### src/rtl/frex_seq_pkg.sv
// constants shared by the frame exposure strobe sequencer files
package frex_seq_pkg;

  // register word indices; byte address on the bus is four times these
  localparam logic [13:0] IDX_EXP_HIGH    = 14'h3f85;
  localparam logic [13:0] IDX_EXP_MID     = 14'h3f86;
  localparam logic [13:0] IDX_EXP_LOW     = 14'h3f87;
  localparam logic [13:0] IDX_FLEN_HIGH   = 14'h3f89;
  localparam logic [13:0] IDX_FLEN_MID    = 14'h3f8a;
  localparam logic [13:0] IDX_FLEN_LOW    = 14'h3f8b;
  localparam logic [13:0] IDX_SHUT_HIGH   = 14'h3f8c;
  localparam logic [13:0] IDX_SHUT_LOW    = 14'h3f8d;
  localparam logic [13:0] IDX_PCHG_HIGH   = 14'h3f8e;
  localparam logic [13:0] IDX_PCHG_LOW    = 14'h3f8f;
  localparam logic [13:0] IDX_RDWT_HIGH   = 14'h3f90;
  localparam logic [13:0] IDX_RDWT_LOW    = 14'h3f91;
  localparam logic [13:0] IDX_FDLY_HIGH   = 14'h3f92;
  localparam logic [13:0] IDX_FDLY_LOW    = 14'h3f93;
  localparam logic [13:0] IDX_REPEAT_SEL  = 14'h3f9e;
  localparam logic [13:0] IDX_CAPTURE_CTL = 14'h3f9f;
  localparam logic [13:0] IDX_STATUS      = 14'h3fa0;

  // storage slots of the writable registers
  localparam int unsigned REG_COUNT   = 16;
  localparam logic [3:0]  SLOT_EXP_H  = 4'h0;
  localparam logic [3:0]  SLOT_EXP_M  = 4'h1;
  localparam logic [3:0]  SLOT_EXP_L  = 4'h2;
  localparam logic [3:0]  SLOT_FLEN_H = 4'h3;
  localparam logic [3:0]  SLOT_FLEN_M = 4'h4;
  localparam logic [3:0]  SLOT_FLEN_L = 4'h5;
  localparam logic [3:0]  SLOT_SHUT_H = 4'h6;
  localparam logic [3:0]  SLOT_SHUT_L = 4'h7;
  localparam logic [3:0]  SLOT_PCHG_H = 4'h8;
  localparam logic [3:0]  SLOT_PCHG_L = 4'h9;
  localparam logic [3:0]  SLOT_RDWT_H = 4'ha;
  localparam logic [3:0]  SLOT_RDWT_L = 4'hb;
  localparam logic [3:0]  SLOT_FDLY_H = 4'hc;
  localparam logic [3:0]  SLOT_FDLY_L = 4'hd;
  localparam logic [3:0]  SLOT_REPEAT = 4'he;
  localparam logic [3:0]  SLOT_CTRL   = 4'hf;

  // reset values, slot 15 first
  localparam logic [REG_COUNT-1:0][7:0] REG_RESET = {
    8'h04, 8'h01, 8'h00, 8'h00, 8'h01, 8'h00, 8'h40, 8'h1f,
    8'h44, 8'h00, 8'h00, 8'h06, 8'h00, 8'h05, 8'h00, 8'h00};

  // implemented bits per slot, unused bits read zero
  localparam logic [REG_COUNT-1:0][7:0] REG_MASK = {
    8'hbf, 8'h01, 8'hff, 8'h1f, 8'hff, 8'hff, 8'hff, 8'hff,
    8'hff, 8'h1f, 8'hff, 8'hff, 8'h0f, 8'hff, 8'hff, 8'hff};

  // capture control fields
  localparam int unsigned CTL_REQ_BIT     = 7;
  localparam int unsigned CTL_OUT_SEL_BIT = 5;
  localparam int unsigned CTL_NOPCHG_BIT  = 4;
  localparam int unsigned CTL_FPOL_BIT    = 3;
  localparam int unsigned CTL_SPOL_BIT    = 2;
  localparam int unsigned CTL_PAD_BIT     = 1;
  localparam int unsigned CTL_NOLATCH_BIT = 0;
  localparam int unsigned REPEAT_EOF_BIT  = 0;

  // one coarse count step is 2**STEP_SHIFT = 128 system clocks
  localparam int unsigned STEP_SHIFT  = 7;
  localparam int unsigned TIMER_WIDTH = 31;

  // capture phases and flash phases
  typedef enum logic [2:0] {
    PH_IDLE, PH_PRECHARGE, PH_EXPOSE, PH_SHUTTER, PH_READOUT
  } phase_t;
  typedef enum logic [1:0] {FL_IDLE, FL_DELAY, FL_ON} flash_t;

endpackage : frex_seq_pkg

### src/rtl/frex_strobe_sequencer.sv
// frame exposure timing: precharge, exposure, shutter, flash, readout
//
// Behaviour
// - exposure counts 24 bits, 128 clocks each
// - flash lasts 20-bit count of clocks
// - shutter delay 13 bits, 128 clocks each
// - precharge lasts 16-bit count of clocks
// - readout delay 16 bits, 128 clocks each
// - flash start delayed by 13-bit strobe delay
// - repeat request retriggers at SOF or EOF
// - request bit set by software, self-clears
// - flash output picks rolling or frame strobe
// - flash polarity bit inverts flash output
// - shutter polarity bit inverts shutter output
// - capture source: register request or trigger pad
// - request waits for SOF unless bypassed
//
// Register access over Avalon-MM is this design's own decision.
`timescale 1ns/100ps
`default_nettype none
module frex_strobe_sequencer
  import frex_seq_pkg::*;
(
  input  wire logic        i_sys_clk,          // 25 MHz system clock
  input  wire logic        i_rst,              // async, active high
  input  wire logic        i_clk_en,           // freezes all state when low
  // avalon-mm slave, byte addressed
  input  wire logic [15:0] i_avs_address,
  input  wire logic        i_avs_read,
  input  wire logic        i_avs_write,
  input  wire logic [31:0] i_avs_writedata,
  input  wire logic [3:0]  i_avs_byteenable,
  output logic      [31:0] o_avs_readdata,
  output logic             o_avs_waitrequest,
  // sensor timing, same clock domain
  input  wire logic        i_sof,              // start of frame pulse
  input  wire logic        i_eof,              // end of frame pulse
  input  wire logic        i_rolling_strobe,   // rolling-mode strobe
  // external trigger pad, asynchronous
  input  wire logic        i_trigger_pad,
  // timing outputs
  output logic             o_flash,            // flash, polarity applied
  output logic             o_shutter,          // shutter, polarity applied
  output logic             o_precharge,        // precharge phase active
  output logic             o_exposing,         // exposure phase active
  output logic             o_readout_start,    // one-cycle pulse
  output logic             o_busy              // capture in progress
);

  ////////////////////////////////////////////////////////////////////////
  // state

  typedef struct packed {
    logic [REG_COUNT-1:0][7:0] regs;       // register storage
    logic                      ack;        // bus answer cycle
    logic [7:0]                rdata;      // read data
    logic                      pad_s1;     // pad synchroniser first
    logic                      pad_s2;     // pad synchroniser second
    logic                      pad_prev;   // for rising edge
    logic                      repeat_arm; // a register capture has run
    logic                      reg_cap;    // current capture from register
    phase_t                    phase;      // capture phase
    flash_t                    fl;         // flash phase
    logic                      flash;      // output registers
    logic                      shutter;
    logic                      pchg;
    logic                      expo;
    logic                      rd_start;
  } state_t;

  state_t st_q;
  state_t st_d;

  // timer handshakes
  logic                   ph_start;   // start phase timer
  logic [TIMER_WIDTH-1:0] ph_len;     // phase length
  logic                   ph_done;    // last cycle of phase
  logic                   fl_start;   // start flash timer
  logic [TIMER_WIDTH-1:0] fl_len;     // flash delay or width
  logic                   fl_done;    // last cycle of flash step

  ////////////////////////////////////////////////////////////////////////
  // helpers

  // map a word index onto a storage slot
  function automatic logic [4:0] slot_of(input logic [13:0] idx);
    case (idx)
      IDX_EXP_HIGH:    slot_of = {1'b1, SLOT_EXP_H};
      IDX_EXP_MID:     slot_of = {1'b1, SLOT_EXP_M};
      IDX_EXP_LOW:     slot_of = {1'b1, SLOT_EXP_L};
      IDX_FLEN_HIGH:   slot_of = {1'b1, SLOT_FLEN_H};
      IDX_FLEN_MID:    slot_of = {1'b1, SLOT_FLEN_M};
      IDX_FLEN_LOW:    slot_of = {1'b1, SLOT_FLEN_L};
      IDX_SHUT_HIGH:   slot_of = {1'b1, SLOT_SHUT_H};
      IDX_SHUT_LOW:    slot_of = {1'b1, SLOT_SHUT_L};
      IDX_PCHG_HIGH:   slot_of = {1'b1, SLOT_PCHG_H};
      IDX_PCHG_LOW:    slot_of = {1'b1, SLOT_PCHG_L};
      IDX_RDWT_HIGH:   slot_of = {1'b1, SLOT_RDWT_H};
      IDX_RDWT_LOW:    slot_of = {1'b1, SLOT_RDWT_L};
      IDX_FDLY_HIGH:   slot_of = {1'b1, SLOT_FDLY_H};
      IDX_FDLY_LOW:    slot_of = {1'b1, SLOT_FDLY_L};
      IDX_REPEAT_SEL:  slot_of = {1'b1, SLOT_REPEAT};
      IDX_CAPTURE_CTL: slot_of = {1'b1, SLOT_CTRL};
      default:         slot_of = 5'h00;
    endcase
  endfunction : slot_of

  // scale a coarse count to clocks, 128 per step
  function automatic logic [TIMER_WIDTH-1:0] coarse(input logic [23:0] n);
    coarse = TIMER_WIDTH'({n, {STEP_SHIFT{1'b0}}});
  endfunction : coarse

  ////////////////////////////////////////////////////////////////////////
  // decoded settings

  logic [23:0] exp_cnt;
  logic [19:0] flen_cnt;
  logic [12:0] shut_cnt;
  logic [15:0] pchg_cnt;
  logic [15:0] rdwt_cnt;
  logic [12:0] fdly_cnt;
  logic [7:0]  ctl;

  assign exp_cnt  = {st_q.regs[SLOT_EXP_H], st_q.regs[SLOT_EXP_M],
                     st_q.regs[SLOT_EXP_L]};
  assign flen_cnt = {st_q.regs[SLOT_FLEN_H][3:0],
                     st_q.regs[SLOT_FLEN_M], st_q.regs[SLOT_FLEN_L]};
  assign shut_cnt = {st_q.regs[SLOT_SHUT_H][4:0],
                     st_q.regs[SLOT_SHUT_L]};
  assign pchg_cnt = {st_q.regs[SLOT_PCHG_H], st_q.regs[SLOT_PCHG_L]};
  assign rdwt_cnt = {st_q.regs[SLOT_RDWT_H], st_q.regs[SLOT_RDWT_L]};
  assign fdly_cnt = {st_q.regs[SLOT_FDLY_H][4:0],
                     st_q.regs[SLOT_FDLY_L]};
  assign ctl      = st_q.regs[SLOT_CTRL];

  ////////////////////////////////////////////////////////////////////////
  // timers: one for the capture phases, one for the flash

  frex_phase_timer #(.WIDTH(TIMER_WIDTH)) u_phase_timer (
    .i_sys_clk (i_sys_clk),
    .i_rst     (i_rst),
    .i_clk_en  (i_clk_en),
    .i_start   (ph_start),
    .i_len     (ph_len),
    .o_busy    (),
    .o_done    (ph_done)
  );

  frex_phase_timer #(.WIDTH(TIMER_WIDTH)) u_flash_timer (
    .i_sys_clk (i_sys_clk),
    .i_rst     (i_rst),
    .i_clk_en  (i_clk_en),
    .i_start   (fl_start),
    .i_len     (fl_len),
    .o_busy    (),
    .o_done    (fl_done)
  );

  ////////////////////////////////////////////////////////////////////////
  // next state

  always_comb
  begin
    logic [4:0] sl;        // decoded slot, bit 4 = mapped
    logic       wr_take;   // write takes effect this edge
    logic       pad_rise;  // synchronised pad edge
    logic       boundary;  // frame point a latched request waits for
    logic       reg_go;    // register request taken
    logic       start_cap; // capture begins
    sl        = slot_of(i_avs_address[15:2]);
    wr_take   = 1'b0;
    pad_rise  = 1'b0;
    boundary  = 1'b0;
    reg_go    = 1'b0;
    start_cap = 1'b0;
    st_d      = st_q;
    ph_start  = 1'b0;
    ph_len    = '0;
    fl_start  = 1'b0;
    fl_len    = '0;

    // bus: one wait cycle, then answer on the ack cycle
    st_d.ack = (i_avs_read || i_avs_write) && !st_q.ack;
    if ((i_avs_read || i_avs_write) && !st_q.ack)
    begin
      if (sl[4])
        st_d.rdata = st_q.regs[sl[3:0]] & REG_MASK[sl[3:0]];
      else if (i_avs_address[15:2] == IDX_STATUS)
        st_d.rdata = {3'h0, (st_q.fl == FL_ON), st_q.repeat_arm,
                      st_q.phase};
      else
        st_d.rdata = 8'h00;
    end
    wr_take = i_avs_write && st_q.ack && i_avs_byteenable[0] && sl[4];
    if (wr_take)
      st_d.regs[sl[3:0]] = i_avs_writedata[7:0] & REG_MASK[sl[3:0]];

    // pad synchroniser; only the second stage is looked at
    st_d.pad_s1   = i_trigger_pad;
    st_d.pad_s2   = st_q.pad_s1;
    st_d.pad_prev = st_q.pad_s2;
    pad_rise      = st_q.pad_s2 && !st_q.pad_prev;

    // pick the frame point a latched request waits for
    if (st_q.repeat_arm && st_q.regs[SLOT_REPEAT][REPEAT_EOF_BIT])
      boundary = i_eof;
    else
      boundary = i_sof;

    // capture start, only while idle
    if (st_q.phase == PH_IDLE)
    begin
      if (ctl[CTL_PAD_BIT])
        start_cap = pad_rise;
      else if (ctl[CTL_REQ_BIT])
      begin
        reg_go    = ctl[CTL_NOLATCH_BIT] || boundary;
        start_cap = reg_go;
      end
    end
    // request self-clears when taken; a new write of 1 in the same
    // cycle wins and stays pending for the next capture
    if (reg_go && !(wr_take && sl[3:0] == SLOT_CTRL
                    && i_avs_writedata[CTL_REQ_BIT]))
      st_d.regs[SLOT_CTRL][CTL_REQ_BIT] = 1'b0;

    // capture phases
    st_d.rd_start = 1'b0;
    case (st_q.phase)
      PH_IDLE:
      begin
        if (start_cap)
        begin
          st_d.reg_cap = reg_go;
          if (ctl[CTL_NOPCHG_BIT])
          begin
            st_d.phase = PH_EXPOSE;
            ph_len     = coarse(exp_cnt);
            st_d.fl    = FL_DELAY;
            fl_start   = 1'b1;
            fl_len     = TIMER_WIDTH'(fdly_cnt);
          end
          else
          begin
            st_d.phase = PH_PRECHARGE;
            ph_len     = TIMER_WIDTH'(pchg_cnt);
          end
          ph_start = 1'b1;
        end
      end
      PH_PRECHARGE:
      begin
        if (ph_done)
        begin
          st_d.phase = PH_EXPOSE;
          ph_start   = 1'b1;
          ph_len     = coarse(exp_cnt);
          st_d.fl    = FL_DELAY;
          fl_start   = 1'b1;
          fl_len     = TIMER_WIDTH'(fdly_cnt);
        end
      end
      PH_EXPOSE:
      begin
        if (ph_done)
        begin
          st_d.phase = PH_SHUTTER;
          ph_start   = 1'b1;
          ph_len     = coarse({11'h000, shut_cnt});
        end
      end
      PH_SHUTTER:
      begin
        if (ph_done)
        begin
          st_d.phase = PH_READOUT;
          ph_start   = 1'b1;
          ph_len     = coarse({8'h00, rdwt_cnt});
        end
      end
      PH_READOUT:
      begin
        if (ph_done)
        begin
          st_d.phase    = PH_IDLE;
          st_d.rd_start = 1'b1;
          // later register requests retrigger at the chosen point
          if (st_q.reg_cap)
            st_d.repeat_arm = 1'b1;
        end
      end
      default:
        st_d.phase = PH_IDLE;
    endcase

    // switching to pad mode ends a run of repeated requests
    if (ctl[CTL_PAD_BIT])
      st_d.repeat_arm = 1'b0;

    // flash: delay after exposure start, then the programmed width
    case (st_q.fl)
      FL_IDLE: ;
      FL_DELAY:
      begin
        if (fl_done)
        begin
          st_d.fl  = FL_ON;
          fl_start = 1'b1;
          fl_len   = TIMER_WIDTH'(flen_cnt);
        end
      end
      FL_ON:
      begin
        if (fl_done)
          st_d.fl = FL_IDLE;
      end
      default:
        st_d.fl = FL_IDLE;
    endcase

    // registered outputs from the next state
    st_d.pchg    = (st_d.phase == PH_PRECHARGE);
    st_d.expo    = (st_d.phase == PH_EXPOSE);
    // shutter held open from exposure until its close delay ends
    st_d.shutter = ((st_d.phase == PH_EXPOSE) ||
                    (st_d.phase == PH_SHUTTER))
                   ^ st_d.regs[SLOT_CTRL][CTL_SPOL_BIT];
    st_d.flash   = (st_d.regs[SLOT_CTRL][CTL_OUT_SEL_BIT]
                    ? (st_d.fl == FL_ON) : i_rolling_strobe)
                   ^ st_d.regs[SLOT_CTRL][CTL_FPOL_BIT];
  end

  ////////////////////////////////////////////////////////////////////////
  // state register, frozen while the clock enable is low

  always_ff @(posedge i_sys_clk or posedge i_rst)
  begin
    if (i_rst)
    begin
      st_q         <= '0;
      st_q.regs    <= REG_RESET;
      st_q.phase   <= PH_IDLE;
      st_q.fl      <= FL_IDLE;
      // reset control has both polarity bits clear except shutter
      st_q.shutter <= REG_RESET[SLOT_CTRL][CTL_SPOL_BIT];
      st_q.flash   <= REG_RESET[SLOT_CTRL][CTL_FPOL_BIT];
    end
    else if (i_clk_en)
      st_q <= st_d;
  end

  ////////////////////////////////////////////////////////////////////////
  // outputs

  // waitrequest holds the master for exactly one cycle while the clock enable is high
  assign o_avs_waitrequest = (i_avs_read || i_avs_write) && !st_q.ack;
  assign o_avs_readdata    = {24'h000000, st_q.rdata};
  assign o_flash           = st_q.flash;
  assign o_shutter         = st_q.shutter;
  assign o_precharge       = st_q.pchg;
  assign o_exposing        = st_q.expo;
  assign o_readout_start   = st_q.rd_start;
  assign o_busy            = (st_q.phase != PH_IDLE);

endmodule : frex_strobe_sequencer
`default_nettype wire

### src/rtl/frex_phase_timer.sv
// down counter that times one phase in whole system clock cycles
`timescale 1ns/100ps
`default_nettype none
module frex_phase_timer
  import frex_seq_pkg::*;
#(
  parameter int unsigned WIDTH = TIMER_WIDTH
)(
  input  wire logic             i_sys_clk,
  input  wire logic             i_rst,
  input  wire logic             i_clk_en,
  input  wire logic             i_start,
  input  wire logic [WIDTH-1:0] i_len,
  output logic                  o_busy,
  output logic                  o_done
);

  // a one-bit counter cannot tell the last cycle from a running one
  if (WIDTH < 2)
  begin : g_width_check
    $error("timer width too small");
  end

  typedef struct packed {
    logic             busy; // phase running
    logic [WIDTH-1:0] cnt;  // cycles left, 1 means last
  } tmr_t;

  tmr_t st_q;
  tmr_t st_d;

  ////////////////////////////////////////////////////////////////////////
  // a length of zero still costs one cycle, so phases never overlap
  always_comb
  begin
    st_d = st_q;
    if (i_start)
    begin
      st_d.busy = 1'b1;
      st_d.cnt  = (i_len == '0) ? WIDTH'(1) : i_len;
    end
    else if (st_q.busy)
    begin
      if (st_q.cnt == WIDTH'(1))
        st_d.busy = 1'b0;
      else
        st_d.cnt = st_q.cnt - WIDTH'(1);
    end
  end

  // state register, frozen while the clock enable is low
  always_ff @(posedge i_sys_clk or posedge i_rst)
  begin
    if (i_rst)
      st_q <= '0;
    else if (i_clk_en)
      st_q <= st_d;
  end

  assign o_busy = st_q.busy;
  // done marks the last cycle of the phase
  assign o_done = st_q.busy && (st_q.cnt == WIDTH'(1)) && i_clk_en;

endmodule : frex_phase_timer
`default_nettype wire

### config.mk
export PLATFORM = sky130hd
export DESIGN_NAME = frex_strobe_sequencer
export DESIGN_NICKNAME = d
export VERILOG_FILES = /design/src/rtl/frex_seq_pkg.sv /design/src/rtl/frex_strobe_sequencer.sv /design/src/rtl/frex_phase_timer.sv
export SDC_FILE = /design/constraint.sdc
export NUM_CORES = 1
export LEC_CHECK = 0
export BUFFER_PORTS_ARGS = -buffer_cell sky130_fd_sc_hd__buf_2
export CAP_MARGIN = 20
export CORE_MARGIN = 4
export CORE_UTILIZATION = 30
export DETAILED_ROUTE_END_ITERATION = 6
export PLACE_DENSITY_LB_ADDON = 0.05
export SYNTH_ARGS = -nofsm -noshare
export SYNTH_HDL_FRONTEND = slang
export SYNTH_SLANG_ARGS = --single-unit
### constraint.sdc
create_clock -name i_sys_clk -period 6.5 [get_ports i_sys_clk]
set_input_delay 0.65 -clock i_sys_clk [delete_from_list [all_inputs] [get_ports i_sys_clk]]
set_output_delay 0.65 -clock i_sys_clk [all_outputs]
set_load 0.03 [all_outputs]
=== After elaboration in Yosys (flattened, before gate mapping) ===
Memory sizes are Yosys's and may differ from the RTL's.
Cells that the tools add are included.

* Flip-flop bits (word level): 216
* ROM bits: 128
* Input bits: 61
* Output and inout port bits: 39
* Logic and storage cells: 181
* Memories kept: 1

* Add/sub/neg operators: 2
* Magnitude comparators: 2
* Equality and inequality tests: 32
* Mux-type cells: 65
* Bitwise logic cells: 4
* Reductions and logical operators: 39

{| class="wikitable"
|+ Memory list
! memory !! words !! width !! read ports !! clocked after memory_dff !! wr ports !! RTL line !! RTL
|-
| (name not given) || 16 || 8 || 1 || 0 || 0 || frex_strobe_sequencer.sv:196 || <nowiki>st_d.regs[sl[3:0]] = i_avs_writedata[7:0] & REG_MASK[sl[3:0]];</nowiki>
|}

{| class="wikitable"
|+ Operators by type and width
! cell !! count
|-
| $mux W31 || 9
|-
| $eq A14 B14 Y1 const B || 17
|-
| $bwmux W128 || 1
|-
| $mux W128 || 1
|-
| $mux W32 || 4
|-
| $pmux W31 S4 || 1
|-
| $pmux W5 S16 || 1
|-
| $eq A31 B1 Y1 const B || 2
|-
| $logic_not A31 Y1 || 2
|-
| $sub A31 B1 Y31 const B || 2
|-
| $mux W13 || 3
|-
| $bmux W8 S4 || 1
|-
| $demux W8 S4 || 1
|-
| $mux W8 || 4
|-
| $pmux W13 S2 || 1
|-
| $mux W23 || 1
|-
| $mux W1 || 21
|-
| $mux W20 || 1
|-
| $and A8 B8 Y8 || 2
|-
| $mux W5 || 3
|-
| $pmux W3 S5 || 1
|-
| $logic_and A1 B1 Y1 || 14
|-
| $eq A3 B2 Y1 const B || 4
|-
| $reduce_bool A2 Y1 || 6
|-
| other kinds (23) || 41
|}

=== Longest topological paths before layout ===
* Depth after elaboration: 13
* Gate-level depth with buffers: 11
* Mapped depth without buffers: 9

=== By module ===
From an unflattened synthesis, not the netlist that was laid out.

* Cell total of the unflattened synthesis: 1501
* Area total of the unflattened synthesis: 13188.9 um^2

{| class="wikitable"
|+ By module, submodules not included
! module !! times used !! cells an instance !! area each (um^2) !! seq. area each (um^2)
|-
| frex_strobe_sequencer || 1 || 939 || 8569.5 || 3798.6
|-
| frex_phase_timer || 2 || 281 || 2309.7 || 800.8
|}

=== Worst setup path after synthesis ===
OpenSTA, ideal clock, no wires.

* Path kind: input-to-reg
* Start: input i_avs_address[8]
* End: register st_q (netlist bit o_flash)
* Setup time: 0.090 ns
* Arrival time: 2.980 ns
* Data required time: 6.410 ns
* Slack: 3.430 ns
* Stages: 8
* Path buffers: 1
* Path through: nand4b_1 -> nor3_1 -> o21ai_1 -> buf_2 -> nor3_1 -> mux2_2 -> or2_2 -> o221ai_1

* Cells in the longest elaborated chain, start to end: 10
* Elaborated cells on any way between the ends: 30
* Classes of those cells: order compare: 2; eq/ne: 16; mux: 7; bitwise: 2; reduce/logical: 2; memory: 1

{| class="wikitable"
|+ RTL lines
! what !! RTL line !! RTL
|-
| start, declared || frex_strobe_sequencer.sv:28 || <nowiki>input wire logic [15:0] i_avs_address,</nowiki>
|-
| $eq A14 B14 Y1 || frex_strobe_sequencer.sv:87 || <nowiki>case (idx)</nowiki>
|-
| $pmux W5 S16 (*) || frex_strobe_sequencer.sv:87 ||
|-
| $lt A4 B5 Y1 (not written as such) / $ge A4 B1 Y1 (equally long branches) || frex_strobe_sequencer.sv:196 ||
|-
| $logic_and A1 B1 Y1 (not written as such) || frex_strobe_sequencer.sv:196 ||
|-
| $mux W8 (not written as such) || frex_strobe_sequencer.sv:196 ||
|-
| $demux W8 S4 || frex_strobe_sequencer.sv:196 ||
|-
| $bwmux W128 || frex_strobe_sequencer.sv:196 ||
|-
| $mux W128 (*) || frex_strobe_sequencer.sv:195 || <nowiki>if (wr_take)</nowiki>
|-
| $mux W1 || frex_strobe_sequencer.sv:329 || <nowiki>? (st_d.fl == FL_ON) : i_rolling_strobe)</nowiki>
|-
| $xor A1 B1 Y1 (*) || frex_strobe_sequencer.sv:330 || <nowiki>^ st_d.regs[SLOT_CTRL][CTL_FPOL_BIT];</nowiki>
|-
| end signal, assigned || frex_strobe_sequencer.sv:349 || <nowiki>st_q <= st_d;</nowiki>
|-
| end, declared || frex_strobe_sequencer.sv:71 || <nowiki>state_t st_q;</nowiki>
|}

Every way passes the cells marked *; elsewhere a longest branch is shown, timed or not. The select of a mux whose other input is x is not followed.
A chain may end at the register's enable or synchronous reset.

=== Final worst setup path ===
* Start: register u_phase_timer.st_q[14] in the netlist's numbering
* End: register u_flash_timer.st_q[7] in the netlist's numbering

* Cells in the longest elaborated chain, start to end: 10
* Elaborated cells on any way between the ends: 17
* Classes of those cells: eq/ne: 2; mux: 10; reduce/logical: 5

{| class="wikitable"
|+ RTL lines
! what !! RTL line !! RTL
|-
| start, declared || frex_phase_timer.sv:29 || <nowiki>tmr_t st_q;</nowiki>
|-
| start signal, assigned || frex_phase_timer.sv:57 || <nowiki>st_q <= st_d;</nowiki>
|-
| $eq A31 B1 Y1 (*) || frex_phase_timer.sv:62 || <nowiki>assign o_done = st_q.busy && (st_q.cnt == WIDTH'(1)) && i_clk_en;</nowiki>
|-
| $logic_and A1 B1 Y1 (*) (2 in a row) || frex_phase_timer.sv:62 ||
|-
| $mux W13 || frex_strobe_sequencer.sv:253 || <nowiki>if (ph_done)</nowiki>
|-
| $pmux W13 S2 || frex_strobe_sequencer.sv:229 || <nowiki>case (st_q.phase)</nowiki>
|-
| $mux W31 || frex_strobe_sequencer.sv:305 || <nowiki>if (fl_done)</nowiki>
|-
| $mux W31 || frex_strobe_sequencer.sv:301 || <nowiki>case (st_q.fl)</nowiki>
|-
| $logic_not A31 Y1 || frex_phase_timer.sv:40 || <nowiki>st_d.cnt = (i_len == '0) ? WIDTH'(1) : i_len;</nowiki>
|-
| $mux W31 || frex_phase_timer.sv:40 ||
|-
| $mux W32 || frex_phase_timer.sv:37 || <nowiki>if (i_start)</nowiki>
|-
| end signal, assigned || frex_phase_timer.sv:57 ||
|-
| end, declared || frex_phase_timer.sv:29 ||
|}

Every way passes the cells marked *; elsewhere a longest branch is shown, timed or not.

==> flow_summary.ini <==
[status]
run_status = completed

[routing]
dr_total_vias = 10500
dr.first_iter.drc_count = 818
detail_route.drc_violations = 0
detailedRoute.firstPassIterationCount = 5
detail_route.wl_per_cell_microns = 24.9
route.final.wire_length_microns = 46700
antenna_violating_nets_post_route = 0
via_per_inst = 5.61

[grt]
first_global_vias = 10100
grt_start_max_net_pins = 69
grt_pass1_wl_microns = 69800
antenna_violations_before_repair = 1
grt_remaining_overflow = 0
grt.total_usage_pct = 20.7

[sta]
setup_slack_ps = 2420
transition_at_the_pin_with_the_smallest_max_transition_slack_ps = 1030
final_min_period_over_clock_period_pct = 62.7
layout_min_cycle_time_ps = 4080
setup_total_negative_slack_ps = 0
max_clock_freq_mhz = 245
final_max_slew_viol_count = 0
max_slew_margin_pct = 31.5
final_hold_viol_count = 0
final-setup-viol-count = 0
worst_clock_skew_ps = 30.7
unrepaired_setup_endpoints_after_global_routing = no

[floorplanning]
core_region_area_sq_mm = 0.0407
design.portCount = 100
chipHeight_microns = 211
placementRows = 74
die-width_microns = 211
start_util_pct = 30.3
design.die.area_sq_mm = 0.0445

[clock_tree]
cts.repair.resized = 0
cts-htree-levels = 1
clk_pin_slew_ps = 60
tritoncts.num_buffers = 28
postCtsSetupRepairBufs = 0
tritoncts_num_sinks = 215
insertion_delay_ps = 580
cts-hold-fix-buffers = 0
tritoncts = yes
clock_tree.buffer_depth = 3
cts.root.buffer_cell = sky130_fd_sc_hd__clkbuf_16

[worst_setup_path]
crit_path_end_kind = flop
crit_fanout = 19
critical_path.cell_chain = nor4_1 > nand4_2 > or4_4 > and2_1 > a21oi_2 > o21ai_0 > a22o_1
startpoint_type = flop
crit_type = reg -> reg
critical-path-max-stage-delay_ps = 870
worst-r2r-setup-slack_ps = 2420
regToRegEndpoint = u_flash_timer.st_q[7]
reg2reg_from = u_phase_timer.st_q[14]
worst-endpoint-required_ps = 6970
critPathArrivalTime_ps = 4550
crit_path_top_delay_cell = sky130_fd_sc_hd__a21oi_2
timing.reg2reg.worst_path_depth = 7

[final_layout]
final_common_cell = sky130_fd_sc_hd__dfrtp_1
synthToLayoutAreaGrowth_pct = 12.1
finalCoreUtilization_pct = 34.0
final_layout_size_suffix_gt1_share_pct = 17.1
mostFrequentLayoutCells = sky130_fd_sc_hd__dfrtp_1 (199), sky130_fd_sc_hd__nand2_1 (175), sky130_fd_sc_hd__o21ai_0 (150)
finalInstanceArea_sq_mm = 0.0138
antenna_cells_inserted = 0
num-nets-final = 1384

[synthesis]
post_synth.cell_area_avg_sq_um = 9.41
post_synth_instance_area_sq_mm = 0.0124
synth-edff-count = 0
synth_top_flop_cell = sky130_fd_sc_hd__dfrtp_1
yosys_warnings = 0
post_synthesis_register_bit_count = 215
postSynth.asyncResetShare_pct = 100
synth.yosys.seq_area_share_pct = 43.7
synthesis.instances = 1313
synth_cell_type_count = 85

[placed_design]
place_hpwl_microns = 32900
routabilityCongestion = 0.838
port_buffer_cells = 46
dpl_cell_area_sq_mm = 0.0129
setup_slack_at_placement_ps = 2090

[pwr]
maximum_resistive_drop_on_vdd_mv = 0.171
fin_total_pwr_uw = 4250
cellLeakagePower_uw = 0.00584
power_density_mw_per_mm2 = 307

[min_path]
hold_class = in -> async

[run]
maxCapViolCount = 0
## area by class of cell
type                            count  area (sq um)
Fill cell                        4229         26900
Clock buffer                       48           866
Sequential cell                   215          5400
Tap cell                          532           666
Multi-Input combinational cell    974          6330
Timing Repair Buffer               71           418
Clock inverter                      4          56.3
Inverter                           29           113
## critical path: cells and delay by family, from the launching register on
family,cells,cell delay [ps]
simple gates,4,2170
compound gates,3,1360
flops,1,460
## worst max-delay path by stage
stage / start / endpoint / slack, ps / cells after the start
6_report: u_phase_timer.st_q[14] / u_flash_timer.st_q[7] / 2420 / 7
4_1_cts: u_phase_timer.st_q[14] / u_flash_timer.st_q[7] / 2400 / 7
3_5_place_dp: i_clk_en / u_flash_timer.st_q[7] / 2090 / 8
2_1_floorplan: i_rst / ctl[0] / 3060 / 1
5_1_grt: u_phase_timer.st_q[14] / u_flash_timer.st_q[7] / 2270 / 7
3_3_place_gp: i_clk_en / u_flash_timer.st_q[7] / 2110 / 8
## registers in the layout (all words and copies together) (netlist names), 8 cells and up
signal / count
st_q: 26
fdly_cnt: 13
shut_cnt: 13
ctl: 8
pchg_cnt: 16
u_flash_timer.st_q: 31
flen_cnt: 20
exp_cnt: 24
u_phase_timer.st_q: 31
o_avs_readdata: 8
rdwt_cnt: 16
## report_power, final
group	internal, uW	total [uW]	switching, uW
combinational	381	1100	715
sequential	1450	1580	133
clock	937	1570	635
total	2770	4250	1480
## metal layers
metal / vias up / share of wire, % / GRT usage [%]
met3: 54 / 5.9 / 3.21
met2: 315 / 43 / 30.6
li1: 4868 / - / -
met1: 5273 / 49 / 31.8
met5: - / 0 / 0
met4: 0 / 2.0 / 4.74
## cell families (layout without fill, tap and decap cells)
logic type / Yosys count / in the layout / synth area share (%)
other: 1 / 24 / 0.0303
muxes: 85 / 85 / 8.97
buffers and inverters: 147 / 152 / 5.95
adders and majority gates: 4 / 4 / 0.405
xor gates and xnor gates: 6 / 6 / 0.425
and+or+nand+nor: 466 / 466 / 19.5
AOI/OAI and AO/OA: 389 / 389 / 21.0
DFF: 215 / 215 / 43.7
## synthesized netlist by cell type (32+ instances only)
cell / instances / area share (%)
sky130_fd_sc_hd__dfrtp_1: 199 / 40
sky130_fd_sc_hd__nor3_1: 47 / 1.9
sky130_fd_sc_hd__a21oi_1: 43 / 1.7
sky130_fd_sc_hd__nand2_1: 175 / 5.3
sky130_fd_sc_hd__clkbuf_1: 65 / 2.0
sky130_fd_sc_hd__nor2_1: 58 / 1.8
sky130_fd_sc_hd__mux2_2: 36 / 3.3
sky130_fd_sc_hd__mux2i_1: 32 / 2.6
sky130_fd_sc_hd__and2_1: 32 / 1.6
sky130_fd_sc_hd__buf_4: 34 / 2.1
sky130_fd_sc_hd__o21ai_0: 151 / 6.1
## stage by stage
| step | hold slack, ps | instances |
|---|---|---|
| global placement | 465 | 1819 |
| detailed placement | 469 | 1819 |
| floorplan | 448 | 1336 |
| global route | 163 | 1873 |
| CTS | 132 | 1871 |
| finish | 142 | 1873 |
No activity file was read; power rests on OpenSTA's default activity.
